File: config.mk
export PLATFORM = sky130hd
export DESIGN_NAME = adcst_top
export DESIGN_NICKNAME = d
export VERILOG_FILES = /design/src/common/adcst_pkg.sv /design/src/adcst_clkdiv.sv /design/src/adcst_top.sv /design/src/adcst_trigger.sv
export VERILOG_INCLUDE_DIRS = /design/src /design/src/common
export SDC_FILE = /design/constraint.sdc
export NUM_CORES = 1
export LEC_CHECK = 0
export BUFFER_PORTS_ARGS = -buffer_cell sky130_fd_sc_hd__buf_4
export CORE_MARGIN = 8
export CORE_UTILIZATION = 40
export CTS_CLUSTER_SIZE = 25
export DETAILED_ROUTE_END_ITERATION = 7
export PLACE_DENSITY = 0.61
export SYNTH_ARGS = -nofsm -noshare
export SYNTH_HDL_FRONTEND = slang
export SYNTH_SLANG_ARGS = --single-unit
File: constraint.sdc
create_clock -name aclk -period 2.68 [get_ports aclk]
set_input_delay 0.402 -clock aclk [delete_from_list [all_inputs] [get_ports aclk]]
set_output_delay 0.402 -clock aclk [all_outputs]
set_load 0.005 [all_outputs]
File: src/common/adcst_defines.svh
// Register map, field positions, reset values and timing counts of the
// conversion start and tracking controller.
// Assumes inclusion by the top module and by the testbench.
`ifndef ADCST_DEFINES_SVH
`define ADCST_DEFINES_SVH

`define ADCST_OFF_CTRL 8'h00
`define ADCST_OFF_CFG 8'h04
`define ADCST_OFF_RESULT 8'h08
`define ADCST_OFF_STATUS 8'h0c

`define ADCST_C_EN 0
`define ADCST_C_BUSY 1
`define ADCST_C_DONE 2
`define ADCST_C_SRC 5:4
`define ADCST_C_EOCIE 6
`define ADCST_C_WINIE 7
`define ADCST_C_BURST 8
`define ADCST_C_LPIDLE 9
`define ADCST_C_LJUST 10

`define ADCST_G_TMODE 1:0
`define ADCST_G_TK 5:2
`define ADCST_G_DIV 12:8
`define ADCST_G_RPT 17:16
`define ADCST_G_PWRUP 31:24

`define ADCST_S_STATE 2:0
`define ADCST_S_TRACK 3
`define ADCST_S_PWR 4

`define ADCST_CTRL_RST 32'h0000_0000
`define ADCST_CTRL_WMASK 32'h0000_07f1
`define ADCST_CFG_RST 32'h0000_0001
`define ADCST_CFG_WMASK 32'hff01_1f3f

`define ADCST_TRACK_EXTRA 8'h01
`define ADCST_CONV_STEPS 4'hd
`define ADCST_CONV_LAST 4'hc

`define ADCST_RESP_OKAY 2'b00
`define ADCST_RESP_SLVERR 2'b10

`endif

File: src/common/adcst_pkg.sv
// Types shared by the conversion start and tracking controller files.
// Assumes the defines header sits beside it on the include path.
package adcst_pkg;

	typedef enum logic [2:0]
	{
		ST_IDLE = 3'b000,
		ST_PWRUP = 3'b001,
		ST_TRACK = 3'b010,
		ST_CSTART = 3'b011,
		ST_CONV = 3'b100,
		ST_FINISH = 3'b101
	} adcst_state_type;

	typedef enum logic [1:0]
	{
		SRC_SW = 2'b00,
		SRC_EXT = 2'b01,
		SRC_T1 = 2'b10,
		SRC_T2 = 2'b11
	} adcst_src_type;

	typedef enum logic [1:0]
	{
		TM_RSVD = 2'b00,
		TM_POST = 2'b01,
		TM_PRE = 2'b10,
		TM_DUAL = 2'b11
	} adcst_tmode_type;

	typedef struct packed {
		logic [4:0] cnt;
	} adcst_div_state_type;

	typedef struct packed {
		logic ext_prev;
	} adcst_trig_state_type;

	typedef struct packed {
		adcst_state_type st;
		logic [7:0] cnt;
		logic [3:0] steps;
		logic [3:0] rpt_left;
		logic [15:0] accum;
		logic [15:0] result;
		logic done;
		logic powered;
		logic [31:0] ctrl;
		logic [31:0] cfg;
		logic aw_ok;
		logic [7:0] awaddr;
		logic w_ok;
		logic [31:0] wdata;
		logic [3:0] wstrb;
		logic bvalid;
		logic [1:0] bresp;
		logic rvalid;
		logic [31:0] rdata;
		logic [1:0] rresp;
	} adcst_top_state_type;

endpackage

File: src/adcst_clkdiv.sv
// Conversion step clock: one-cycle step pulse every divider+1 clocks.
// Assumes run is held for the whole converting phase.
`timescale 1ns/10ps
module adcst_clkdiv
	import adcst_pkg::*;
(
	input wire logic aclk,
	input wire logic aresetn,
	input wire logic run,
	input wire logic [4:0] div,
	output logic step
);
	adcst_div_state_type s_q;
	adcst_div_state_type s_d;

	// Counter restarts with each run so every conversion sees equal steps
	always_comb
	begin
		s_d = s_q;
		if (!run)
			s_d.cnt = 5'h00;
		else if (s_q.cnt == div)
			s_d.cnt = 5'h00;
		else
			s_d.cnt = s_q.cnt + 5'h01;
	end

	assign step = run && (s_q.cnt == div);

	always_ff @(posedge aclk)
	begin
		if (!aresetn)
			s_q <= '0;
		else
			s_q <= s_d;
	end
endmodule

File: src/adcst_top.sv
// Conversion start and tracking controller with its AXI4-Lite registers.
// Assumes one clock that also serves as the converter subsystem clock and
// an analog core that returns a 12-bit result while sar_run is high.
//
// Our own choices: register access over AXI4-Lite and the placing of the registers.
`timescale 1ns/10ps
module adcst_top
	import adcst_pkg::*;
(
	input wire logic aclk,
	input wire logic aresetn,
	input wire logic [7:0] s_axi_awaddr,
	input wire logic s_axi_awvalid,
	output logic s_axi_awready,
	input wire logic [31:0] s_axi_wdata,
	input wire logic [3:0] s_axi_wstrb,
	input wire logic s_axi_wvalid,
	output logic s_axi_wready,
	output logic [1:0] s_axi_bresp,
	output logic s_axi_bvalid,
	input wire logic s_axi_bready,
	input wire logic [7:0] s_axi_araddr,
	input wire logic s_axi_arvalid,
	output logic s_axi_arready,
	output logic [31:0] s_axi_rdata,
	output logic [1:0] s_axi_rresp,
	output logic s_axi_rvalid,
	input wire logic s_axi_rready,
	input wire logic external_convert_start,
	input wire logic timer1_ovf,
	input wire logic timer2_low_ovf,
	input wire logic timer2_high_ovf,
	input wire logic timer2_split_mode,
	input wire logic [11:0] sar_result,
	output logic conversion_busy_bit,
	output logic conversion_done_flag,
	output logic eoc_irq_req,
	output logic window_irq_en,
	output logic track_en,
	output logic sar_run,
	output logic sar_step,
	output logic converter_powered
);
`include "adcst_defines.svh"

	adcst_top_state_type s_q;
	adcst_top_state_type s_d;
	logic en;
	logic burst;
	adcst_src_type src;
	adcst_tmode_type tmode;
	adcst_tmode_type eff_mode;
	logic wr_go;
	logic wr_ctrl;
	logic sw_start;
	logic done_clr;
	logic start;
	logic step;
	logic [7:0] track_init;
	logic [15:0] sum;

	function automatic logic [31:0] adcst_merge(input logic [31:0] old_v,
		input logic [31:0] new_v, input logic [3:0] strb,
		input logic [31:0] mask);
		logic [31:0] r;
		r = old_v;
		for (int i = 0; i < 4; i++)
		begin
			if (strb[i])
				r[i*8 +: 8] = new_v[i*8 +: 8];
		end
		return r & mask;
	endfunction

	function automatic logic [3:0] adcst_rpt_left(input logic [1:0] code);
		case (code)
			2'b00: return 4'h0;
			2'b01: return 4'h3;
			2'b10: return 4'h7;
			default: return 4'hf;
		endcase
	endfunction

	function automatic logic adcst_mapped(input logic [7:0] a);
		return a == `ADCST_OFF_CTRL || a == `ADCST_OFF_CFG
			|| a == `ADCST_OFF_RESULT || a == `ADCST_OFF_STATUS;
	endfunction

	assign en = s_q.ctrl[`ADCST_C_EN];
	assign burst = s_q.ctrl[`ADCST_C_BURST];
	assign src = adcst_src_type'(s_q.ctrl[`ADCST_C_SRC]);
	assign tmode = adcst_tmode_type'(s_q.cfg[`ADCST_G_TMODE]);

	// Pre-tracking needs software timing, so burst falls back to post
	always_comb
	begin
		case (tmode)
			TM_PRE: eff_mode = burst ? TM_POST : TM_PRE;
			TM_DUAL: eff_mode = TM_DUAL;
			TM_POST: eff_mode = TM_POST;
			default: eff_mode = TM_POST;
		endcase
	end

	assign track_init = {4'h0, s_q.cfg[`ADCST_G_TK]}
		+ `ADCST_TRACK_EXTRA;
	assign sum = s_q.accum + {4'h0, sar_result};

	assign wr_go = s_q.aw_ok && s_q.w_ok && !s_q.bvalid;
	assign wr_ctrl = wr_go && s_q.awaddr == `ADCST_OFF_CTRL && s_q.wstrb[0];
	assign sw_start = wr_ctrl && s_q.wdata[`ADCST_C_BUSY];
	assign done_clr = wr_ctrl && !s_q.wdata[`ADCST_C_DONE];

	adcst_trigger u_trig
	(
		.aclk(aclk),
		.aresetn(aresetn),
		.src(src),
		.sw_start(sw_start),
		.external_convert_start(external_convert_start),
		.timer1_ovf(timer1_ovf),
		.timer2_low_ovf(timer2_low_ovf),
		.timer2_high_ovf(timer2_high_ovf),
		.timer2_split_mode(timer2_split_mode),
		.start(start)
	);

	adcst_clkdiv u_div
	(
		.aclk(aclk),
		.aresetn(aresetn),
		.run(s_q.st == ST_CONV),
		.div(s_q.cfg[`ADCST_G_DIV]),
		.step(step)
	);

	always_comb
	begin
		s_d = s_q;
		if (s_axi_awvalid && s_axi_awready)
		begin
			s_d.aw_ok = 1'b1;
			s_d.awaddr = s_axi_awaddr;
		end
		if (s_axi_wvalid && s_axi_wready)
		begin
			s_d.w_ok = 1'b1;
			s_d.wdata = s_axi_wdata;
			s_d.wstrb = s_axi_wstrb;
		end
		if (s_q.bvalid && s_axi_bready)
			s_d.bvalid = 1'b0;
		if (wr_go)
		begin
			s_d.aw_ok = 1'b0;
			s_d.w_ok = 1'b0;
			s_d.bvalid = 1'b1;
			s_d.bresp = adcst_mapped(s_q.awaddr) ? `ADCST_RESP_OKAY
				: `ADCST_RESP_SLVERR;
			if (s_q.awaddr == `ADCST_OFF_CTRL)
				s_d.ctrl = adcst_merge(s_q.ctrl, s_q.wdata, s_q.wstrb,
					`ADCST_CTRL_WMASK);
			if (s_q.awaddr == `ADCST_OFF_CFG)
				s_d.cfg = adcst_merge(s_q.cfg, s_q.wdata, s_q.wstrb,
					`ADCST_CFG_WMASK);
		end
		if (s_q.rvalid && s_axi_rready)
			s_d.rvalid = 1'b0;
		if (s_axi_arvalid && s_axi_arready)
		begin
			s_d.rvalid = 1'b1;
			s_d.rresp = adcst_mapped(s_axi_araddr) ? `ADCST_RESP_OKAY
				: `ADCST_RESP_SLVERR;
			s_d.rdata = 32'h0000_0000;
			case (s_axi_araddr)
				`ADCST_OFF_CTRL:
				begin
					s_d.rdata = s_q.ctrl;
					s_d.rdata[`ADCST_C_BUSY] = conversion_busy_bit;
					s_d.rdata[`ADCST_C_DONE] = s_q.done;
				end
				`ADCST_OFF_CFG: s_d.rdata = s_q.cfg;
				`ADCST_OFF_RESULT: s_d.rdata = {16'h0000, s_q.result};
				`ADCST_OFF_STATUS:
				begin
					s_d.rdata[`ADCST_S_STATE] = s_q.st;
					s_d.rdata[`ADCST_S_TRACK] = track_en;
					s_d.rdata[`ADCST_S_PWR] = s_q.powered;
				end
				default: s_d.rdata = 32'h0000_0000;
			endcase
		end

		case (s_q.st)
			ST_IDLE:
			begin
				if (!burst)
					s_d.powered = en;
				else if (s_q.ctrl[`ADCST_C_LPIDLE])
					s_d.powered = 1'b0;
				if (start && en)
				begin
					s_d.rpt_left = adcst_rpt_left(
						s_q.cfg[`ADCST_G_RPT]);
					s_d.accum = 16'h0000;
					if (burst && !s_q.powered)
					begin
						s_d.st = ST_PWRUP;
						s_d.cnt = s_q.cfg[`ADCST_G_PWRUP];
					end
					else if (eff_mode == TM_PRE)
						s_d.st = ST_CSTART;
					else
					begin
						s_d.st = ST_TRACK;
						s_d.cnt = track_init;
					end
				end
			end
			ST_PWRUP:
			begin
				if (s_q.cnt == 8'h00)
				begin
					s_d.powered = 1'b1;
					if (eff_mode == TM_PRE)
						s_d.st = ST_CSTART;
					else
					begin
						s_d.st = ST_TRACK;
						s_d.cnt = track_init;
					end
				end
				else
					s_d.cnt = s_q.cnt - 8'h01;
			end
			ST_TRACK:
			begin
				if (s_q.cnt == 8'h00)
					s_d.st = ST_CSTART;
				else
					s_d.cnt = s_q.cnt - 8'h01;
			end
			ST_CSTART:
			begin
				s_d.st = ST_CONV;
				s_d.steps = 4'h0;
			end
			ST_CONV:
			begin
				if (step)
				begin
					s_d.steps = s_q.steps + 4'h1;
					if (s_q.steps == `ADCST_CONV_LAST)
						s_d.st = ST_FINISH;
				end
			end
			ST_FINISH:
			begin
				s_d.accum = sum;
				if (s_q.rpt_left == 4'h0)
				begin
					s_d.st = ST_IDLE;
					s_d.result = s_q.ctrl[`ADCST_C_LJUST]
						? {sum[11:0], 4'h0} : sum;
				end
				else
				begin
					s_d.rpt_left = s_q.rpt_left - 4'h1;
					if (eff_mode == TM_PRE)
						s_d.st = ST_CSTART;
					else
					begin
						s_d.st = ST_TRACK;
						s_d.cnt = track_init;
					end
				end
			end
			default: s_d.st = ST_IDLE;
		endcase
		if (!en)
		begin
			s_d.st = ST_IDLE;
			s_d.powered = 1'b0;
		end

		// A finishing conversion beats a simultaneous software clear
		if (done_clr)
			s_d.done = 1'b0;
		if (s_q.st == ST_FINISH && s_q.rpt_left == 4'h0 && en)
			s_d.done = 1'b1;
	end

	always_ff @(posedge aclk)
	begin
		if (!aresetn)
		begin
			s_q <= '0;
			s_q.ctrl <= `ADCST_CTRL_RST;
			s_q.cfg <= `ADCST_CFG_RST;
		end
		else
			s_q <= s_d;
	end

	// Starts outside idle fall through the idle-only check above
	assign conversion_busy_bit = s_q.st != ST_IDLE;
	assign conversion_done_flag = s_q.done;
	assign eoc_irq_req = s_q.done && s_q.ctrl[`ADCST_C_EOCIE];
	assign window_irq_en = s_q.ctrl[`ADCST_C_WINIE];
	assign converter_powered = s_q.powered;
	assign sar_run = s_q.st == ST_CSTART || s_q.st == ST_CONV
		|| s_q.st == ST_FINISH;
	assign sar_step = step;
	// Post mode leaves the sampling switch open while idle
	assign track_en = s_q.powered && (s_q.st == ST_TRACK
		|| (s_q.st == ST_IDLE && eff_mode != TM_POST));

	assign s_axi_awready = !s_q.aw_ok && !s_q.bvalid;
	assign s_axi_wready = !s_q.w_ok && !s_q.bvalid;
	assign s_axi_bvalid = s_q.bvalid;
	assign s_axi_bresp = s_q.bresp;
	assign s_axi_arready = !s_q.rvalid;
	assign s_axi_rvalid = s_q.rvalid;
	assign s_axi_rdata = s_q.rdata;
	assign s_axi_rresp = s_q.rresp;

	logic [15:0] trk_cyc_q;
	logic [15:0] conv_cyc_q;

	always_ff @(posedge aclk)
	begin
		if (!aresetn)
		begin
			trk_cyc_q <= 16'h0000;
			conv_cyc_q <= 16'h0000;
		end
		else
		begin
			trk_cyc_q <= s_q.st == ST_TRACK ? trk_cyc_q + 16'h0001
				: 16'h0000;
			// Cleared in finish too, so a pre-tracking repeat starts at zero
			if (s_q.st == ST_CSTART || s_q.st == ST_CONV)
				conv_cyc_q <= conv_cyc_q + 16'h0001;
			else
				conv_cyc_q <= 16'h0000;
		end
	end
endmodule

File: src/adcst_trigger.sv
// Start source selection and edge detection for conversion starts.
// Assumes timer overflow inputs are one-cycle pulses, pins synchronous.
`timescale 1ns/10ps
module adcst_trigger
	import adcst_pkg::*;
(
	input wire logic aclk,
	input wire logic aresetn,
	input adcst_src_type src,
	input wire logic sw_start,
	input wire logic external_convert_start,
	input wire logic timer1_ovf,
	input wire logic timer2_low_ovf,
	input wire logic timer2_high_ovf,
	input wire logic timer2_split_mode,
	output logic start
);
	adcst_trig_state_type s_q;
	adcst_trig_state_type s_d;
	logic ext_rise;
	logic t2_ovf;

	always_comb
	begin
		s_d = s_q;
		s_d.ext_prev = external_convert_start;
	end

	assign ext_rise = external_convert_start && !s_q.ext_prev;
	// Split timer counts on its low byte, full timer on its high byte
	assign t2_ovf = timer2_split_mode ? timer2_low_ovf
		: timer2_high_ovf;

	always_comb
	begin
		case (src)
			SRC_SW: start = sw_start;
			SRC_EXT: start = ext_rise;
			SRC_T1: start = timer1_ovf;
			SRC_T2: start = t2_ovf;
			default: start = 1'b0;
		endcase
	end

	always_ff @(posedge aclk)
	begin
		if (!aresetn)
			s_q <= '0;
		else
			s_q <= s_d;
	end
endmodule

## After elaboration in Yosys (flattened, before gate mapping)

Index checks and enable logic that the tools add are counted.

- Register bits after elaboration: 171
- Input port bits: 76
- Output and inout port bits: 49
- Word-level logic and storage cells: 170

- Add/sub/neg operators: 6
- Equal/unequal tests: 28
- Mux-type cells: 39
- Bitwise operators: 2
- Reduce and logical (&&, ||, !) cells: 69

Operator list:

| operator | count |
|---|---|
| case mux 27 bit (3 select lines) | 1 |
| case mux 20 bit (2 select lines) | 1 |
| two-way mux 35 bit | 1 |
| == test 8 x 4 -> 1 bit (second input constant) | 4 |
| two-way mux 8 bit | 4 |
| case mux 8 bit (4 select lines) | 1 |
| logical NOT 8 bit | 3 |
| AND reduction 3 bit | 8 |
| logical AND 1 bit | 22 |
| two-way mux 11 bit | 2 |
| two-way mux 20 bit | 1 |
| case mux 5 bit (4 select lines) | 1 |
| two-way mux 3 bit | 6 |
| case mux 3 bit (6 select lines) | 1 |
| adder 16 x 12 -> 16 bit | 1 |
| == test 8 x 3 -> 1 bit (second input constant) | 2 |
| two-way mux 16 bit | 1 |
| case mux 4 bit (2 select lines) | 2 |
| != test 2 bit (second input constant) | 7 |
| nonzero test 2 bit | 6 |
| == test 2 bit (second input constant) | 5 |
| logical OR 1 bit | 9 |
| two-way mux 1 bit | 9 |
| two-way mux 4 bit | 2 |
| other kinds (29) | 44 |

## Logic depth before layout (Yosys ltp)

- Depth after elaboration: 9
- Mapped depth: 10
- Mapped depth without buffers: 10

## Modules after synthesis

A second synthesis with hierarchy kept.

- Cell total of the unflattened synthesis: 972
- Area, all modules: 7,698.6 um2

By module, submodules not included:

| module | times used | cells an instance | area an instance (um2) |
|---|---|---|---|
| adcst_top | 1 | 938 | 7,362.1 |
| adcst_clkdiv | 1 | 29 | 270.3 |
| adcst_trigger | 1 | 5 | 66.3 |

## Least setup slack after synthesis

No wires, ideal clock.

- Path kind: input-to-reg
- From: input port sar_result[9]
- To: register s_q[163] (netlist bit)
- Setup time: 58 ps
- Arrival time: 2,240 ps
- Path slack: 382 ps
- Cell stages on the path: 9
- Cell sequence: ha_1 -> clkbuf_1 -> a21o_1 -> a31o_2 -> o21ai_1 -> a221oi_2 -> o2111a_1 -> a2111oi_0 -> a31o_2

- Cells in the longest elaborated chain, start to end: 2

Ends and longest elaborated chain:

| item | line | text |
|---|---|---|
| from (decl) | adcst_top.sv:34 | `input wire logic [11:0] sar_result,` |
| adder 16 x 12 -> 16 bit | adcst_top.sv:107 | `assign sum = s_q.accum + {4'h0, sar_result};` |
| two-way mux 16 bit | adcst_top.sv:263 | `` s_d.result = s_q.ctrl[`ADCST_C_LJUST] `` |
| to (decl) | adcst_top.sv:46 | `adcst_top_state_type s_q;` |

Every way passes these cells.
A chain may end at the register's enable or synchronous reset.

## Worst setup path after layout

- From: register s_q[169] (netlist bit)
- To: register s_q[181] (netlist bit)

- Cells in the longest elaborated chain, start to end: 2

Ends and longest elaborated chain:

| item | line | text |
|---|---|---|
| adder 16 x 12 -> 16 bit | adcst_top.sv:107 |  |
| case mux 20 bit (2 select lines) | adcst_top.sv:194 | `case (s_q.st)` |

Every way passes these cells.

==> metrics.md <==
| Metric | Value |
|---|---|
| Outcome | `complete, no violations` |
| Synth Flop Type | `dfxtp_1` |
| Storage element area | `3040 um^2` |
| Fillers | `1859` |
| Antenna Cells | `0` |
| Pwr dens | `553 nW/um^2` |
| Slew headroom | `39.6%` |
| Syn Inst Count | `932` |
| Drt drc | `0` |
| RSZ-0062 raised after global routing | `false` |
| Setup TNS | `0 ps` |
| Post-CTS Setup Bufs | `0` |
| I/O Buffers | `105` |
| Synthesis-to-layout area growth | `18.5%` |
| Worst min-delay path category | `in2reg` |
| Routability cong. | `0.887` |
| Cts hold-fix bufs | `0` |
| Synth Register Bits | `152` |
| Final nets | `1098` |
| Hold Violations, Final | `0` |
| Pleak | `3.72 nW` |
| Final worst slack | `317 ps` |
| CP max FO | `5` |
| CP startpoint kind | `register` |
| Via count | `6600` |
| CTS Buf Count | `17` |
| Post-synthesis cell type count | `72` |
| CTS tree | `yes` |
| Final min period | `2360 ps` |
| Req. time, crit path | `3030 ps` |
| Worst clock skew | `10.0 ps` |
| Iter 0 DRT Violations | `418` |
| CTS resizes | `0` |
| Worst hold path depth | `2` |
| CORE AREA | `18700 um^2` |
| # Max-Cap Violations | `0` |
| Internal reg-to-reg setup slack | `320 ps` |
| Worst-skew pair later-pin latency | `420 ps` |
| Total track usage | `17.2%` |
| Area occupied by multi-input gates | `4020 um^2` |
| Post-DRT Antenna Nets | `0` |
| FFs w/ async S/R, synth | `0%` |
| CTS clock-pin slew for the worst setup and hold paths | `60 ps` |
| CTS root buf | `clkbuf_16` |
| Peak VDD IR | `0.430 mV` |
| Drt first pass iters | `5` |
| Worst-Margin Slew | `904 ps` |
| DRT Wirelength | `20300 um` |
| Vias in the first global route | `6252` |
| Routed WL per cell | `16.3 um` |
| Tcrit/Tclk final | `88.2%` |
| Synthesized area | `7600 um^2` |
| Fin. max-slew vios | `0` |
| Syn avg cell area | `8.16 um^2` |
| Max Root-Sink Buffers | `2` |
| Initial antenna violation count | `0` |
| Largest net degree at the start of global routing | `106` |
| Die Y | `154 um` |
| CP Data Arrival Time | `2710 ps` |
| Final setup fails | `0` |
| Proportion of layout cells with a drive suffix above 1 | `17.7%` |
| Number of flops mapped to enable cells by yosys | `0` |
| Number of vias per cell | `5.29` |
| Sequential-to-total area share from yosys stat | `40.0%` |
| Total gr overflow | `0` |
| Num rows | `50` |
| Die Area | `23700 um^2` |
| YS warnings | `0` |
| Die X-Extent | `154 um` |
| Max Freq | `423 MHz` |
| Initial Utilization | `40.6%` |
| DP HPWL | `15000 um` |
| R2R cell count | `8` |
| Ports | `125` |
| First-pass GRT wire length | `33100 um` |
| CTS sink cnt | `152` |
| Htree depth | `4` |
| Crit. End Element | `register` |
| WHS | `159 ps` |
| Setup Crit Path Kind | `reg2reg` |
| Pre-CTS WS | `134 ps` |
==> critical path, stage by stage, from the launching register on <==
cell	delay (ps)
dfxtp_1	310
ha_1	360
a21oi_1	100
o21ai_0	210
nor2_1	120
a221oi_2	460
o2111ai_1	230
or3_1	350
a31oi_1	150
==> metal layers <==
metal | up-vias | wire length (um) | track usage (%)
li1 | 3348 | - | -
met4 | 0 | 227 | 4.81
met5 | - | 0 | 0
met1 | 3066 | 10100 | 23.8
met2 | 175 | 8680 | 25.7
met3 | 11 | 1380 | 4.82
==> kinds of logic (layout without fill, tap and decap cells) <==
group / Yosys count / after routing / synth area share (%)
multiplexers: 43 / 43 / 6.21
flip-flops: 152 / 152 / 40.0
buffers and inverters: 113 / 187 / 7.54
other: 1 / 9 / 0.0493
AND/OR/NAND/NOR: 360 / 360 / 21.5
XOR/XNOR: 28 / 28 / 3.23
AO/OA/AOI/OAI: 214 / 214 / 17.9
adder cells (fa/ha/maj): 21 / 21 / 3.56
==> cell usage in the layout, fill, tap and decap left out, types with 3 or more instances in the layout <==
cell,Yosys,routed
conb_1,1,9
nor2_1,122,122
nand3_1,32,32
nor2b_1,6,6
nand2_1,127,127
a22oi_1,28,28
xor2_1,14,14
mux2i_1,37,37
a211oi_1,8,8
a31o_2,3,3
o21a_1,3,3
buf_4,37,128
clkbuf_8,0,5
dfxtp_1,152,152
inv_1,24,24
a21oi_1,86,86
and3_1,6,6
o211ai_1,5,5
nor4_1,7,7
nand2b_1,11,11
mux2_2,3,3
nor3b_1,7,7
a31oi_1,7,7
o22ai_1,6,6
mux4_2,3,3
nand4_1,4,4
clkinv_2,0,3
and2_1,9,9
xnor2_1,14,14
o21ai_0,34,34
a32oi_1,4,4
clkbuf_1,45,4
clkbuf_16,0,17
nor3_1,13,13
or3_1,6,6
ha_1,20,20
==> area by class of cell <==
cell class	instances	share of cell area (%)
timing repair buffer	129	10.9
multi-input combinational	675	44.6
inverter	26	1.10
clock buffer	26	5.66
tap	234	3.25
clock inverter	6	0.709
sequential	152	33.8
==> sequential cells by signal, indices dropped and copies added, names as in the netlist <==
signal / flops
s_axi_rvalid: 1
converter_powered: 1
burst: 1
window_irq_en: 1
u_div.s_q: 5
s_axi_bresp: 1
s_axi_rresp: 1
s_axi_bvalid: 1
s_axi_rdata: 25
u_trig.s_q: 1
conversion_done_flag: 1
s_q: 112
en: 1
==> report_power, final <==
group	total, mW	switching [mW]	internal, mW
Sequential	2.33	0.0293	2.30
Combinational	0.326	0.185	0.141
Clock	2.32	0.924	1.40
==> path summary, 6_finish.rpt <==
kind / startpoint / to
worst max-delay path: s_q[169]$_SDFFE_PN0P_ / s_q[181]$_SDFFE_PN0P_
worst min-delay path: s_axi_rready / s_axi_rvalid$_SDFFE_PN0P_
worst max register to register: s_q[169]$_SDFFE_PN0P_ / s_q[181]$_SDFFE_PN0P_
worst min register to register: s_q[161]$_SDFFE_PN0P_ / s_q[161]$_SDFFE_PN0P_
==> cell usage after synthesis, drive strengths merged (4+ instances only) <==
cell type	instances	area share (%)
buf	42	4.0
nand2b	11	0.91
o22ai	6	0.49
a22oi	28	2.8
nor2	122	6.0
dfxtp	152	40
xnor2	14	1.6
a211oi	8	0.79
nor2b	6	0.49
inv	25	1.2
o211ai	5	0.49
nor4	9	1.0
or3	6	0.49
nor3b	7	0.69
nand2	128	6.4
clkbuf	45	2.2
nand4	5	0.61
and2	9	0.74
xor2	14	1.6
mux2i	37	4.9
o21ai	36	2.4
a21oi	86	5.7
nand3	32	2.1
ha	20	3.3
and3	6	0.49
a32oi	4	0.46
a31oi	7	0.58
nor3	13	0.86
==> metrics by stage <==
step / cells / total power, mW / util [%] / cell area (um^2)
2_1_floorplan: 940 / 2.57 / - / 7630
3_3_place_gp: 1216 / 2.71 / 45.1 / 8430
3_5_place_dp: 1216 / 2.71 / 45.1 / 8430
4_1_cts: 1248 / 5.03 / 48.1 / 9000
5_1_grt: 1248 / 5.18 / 48.1 / 9000
6_report: 1248 / 4.98 / 48.1 / 9000
(Power assumes the default switching activity.)
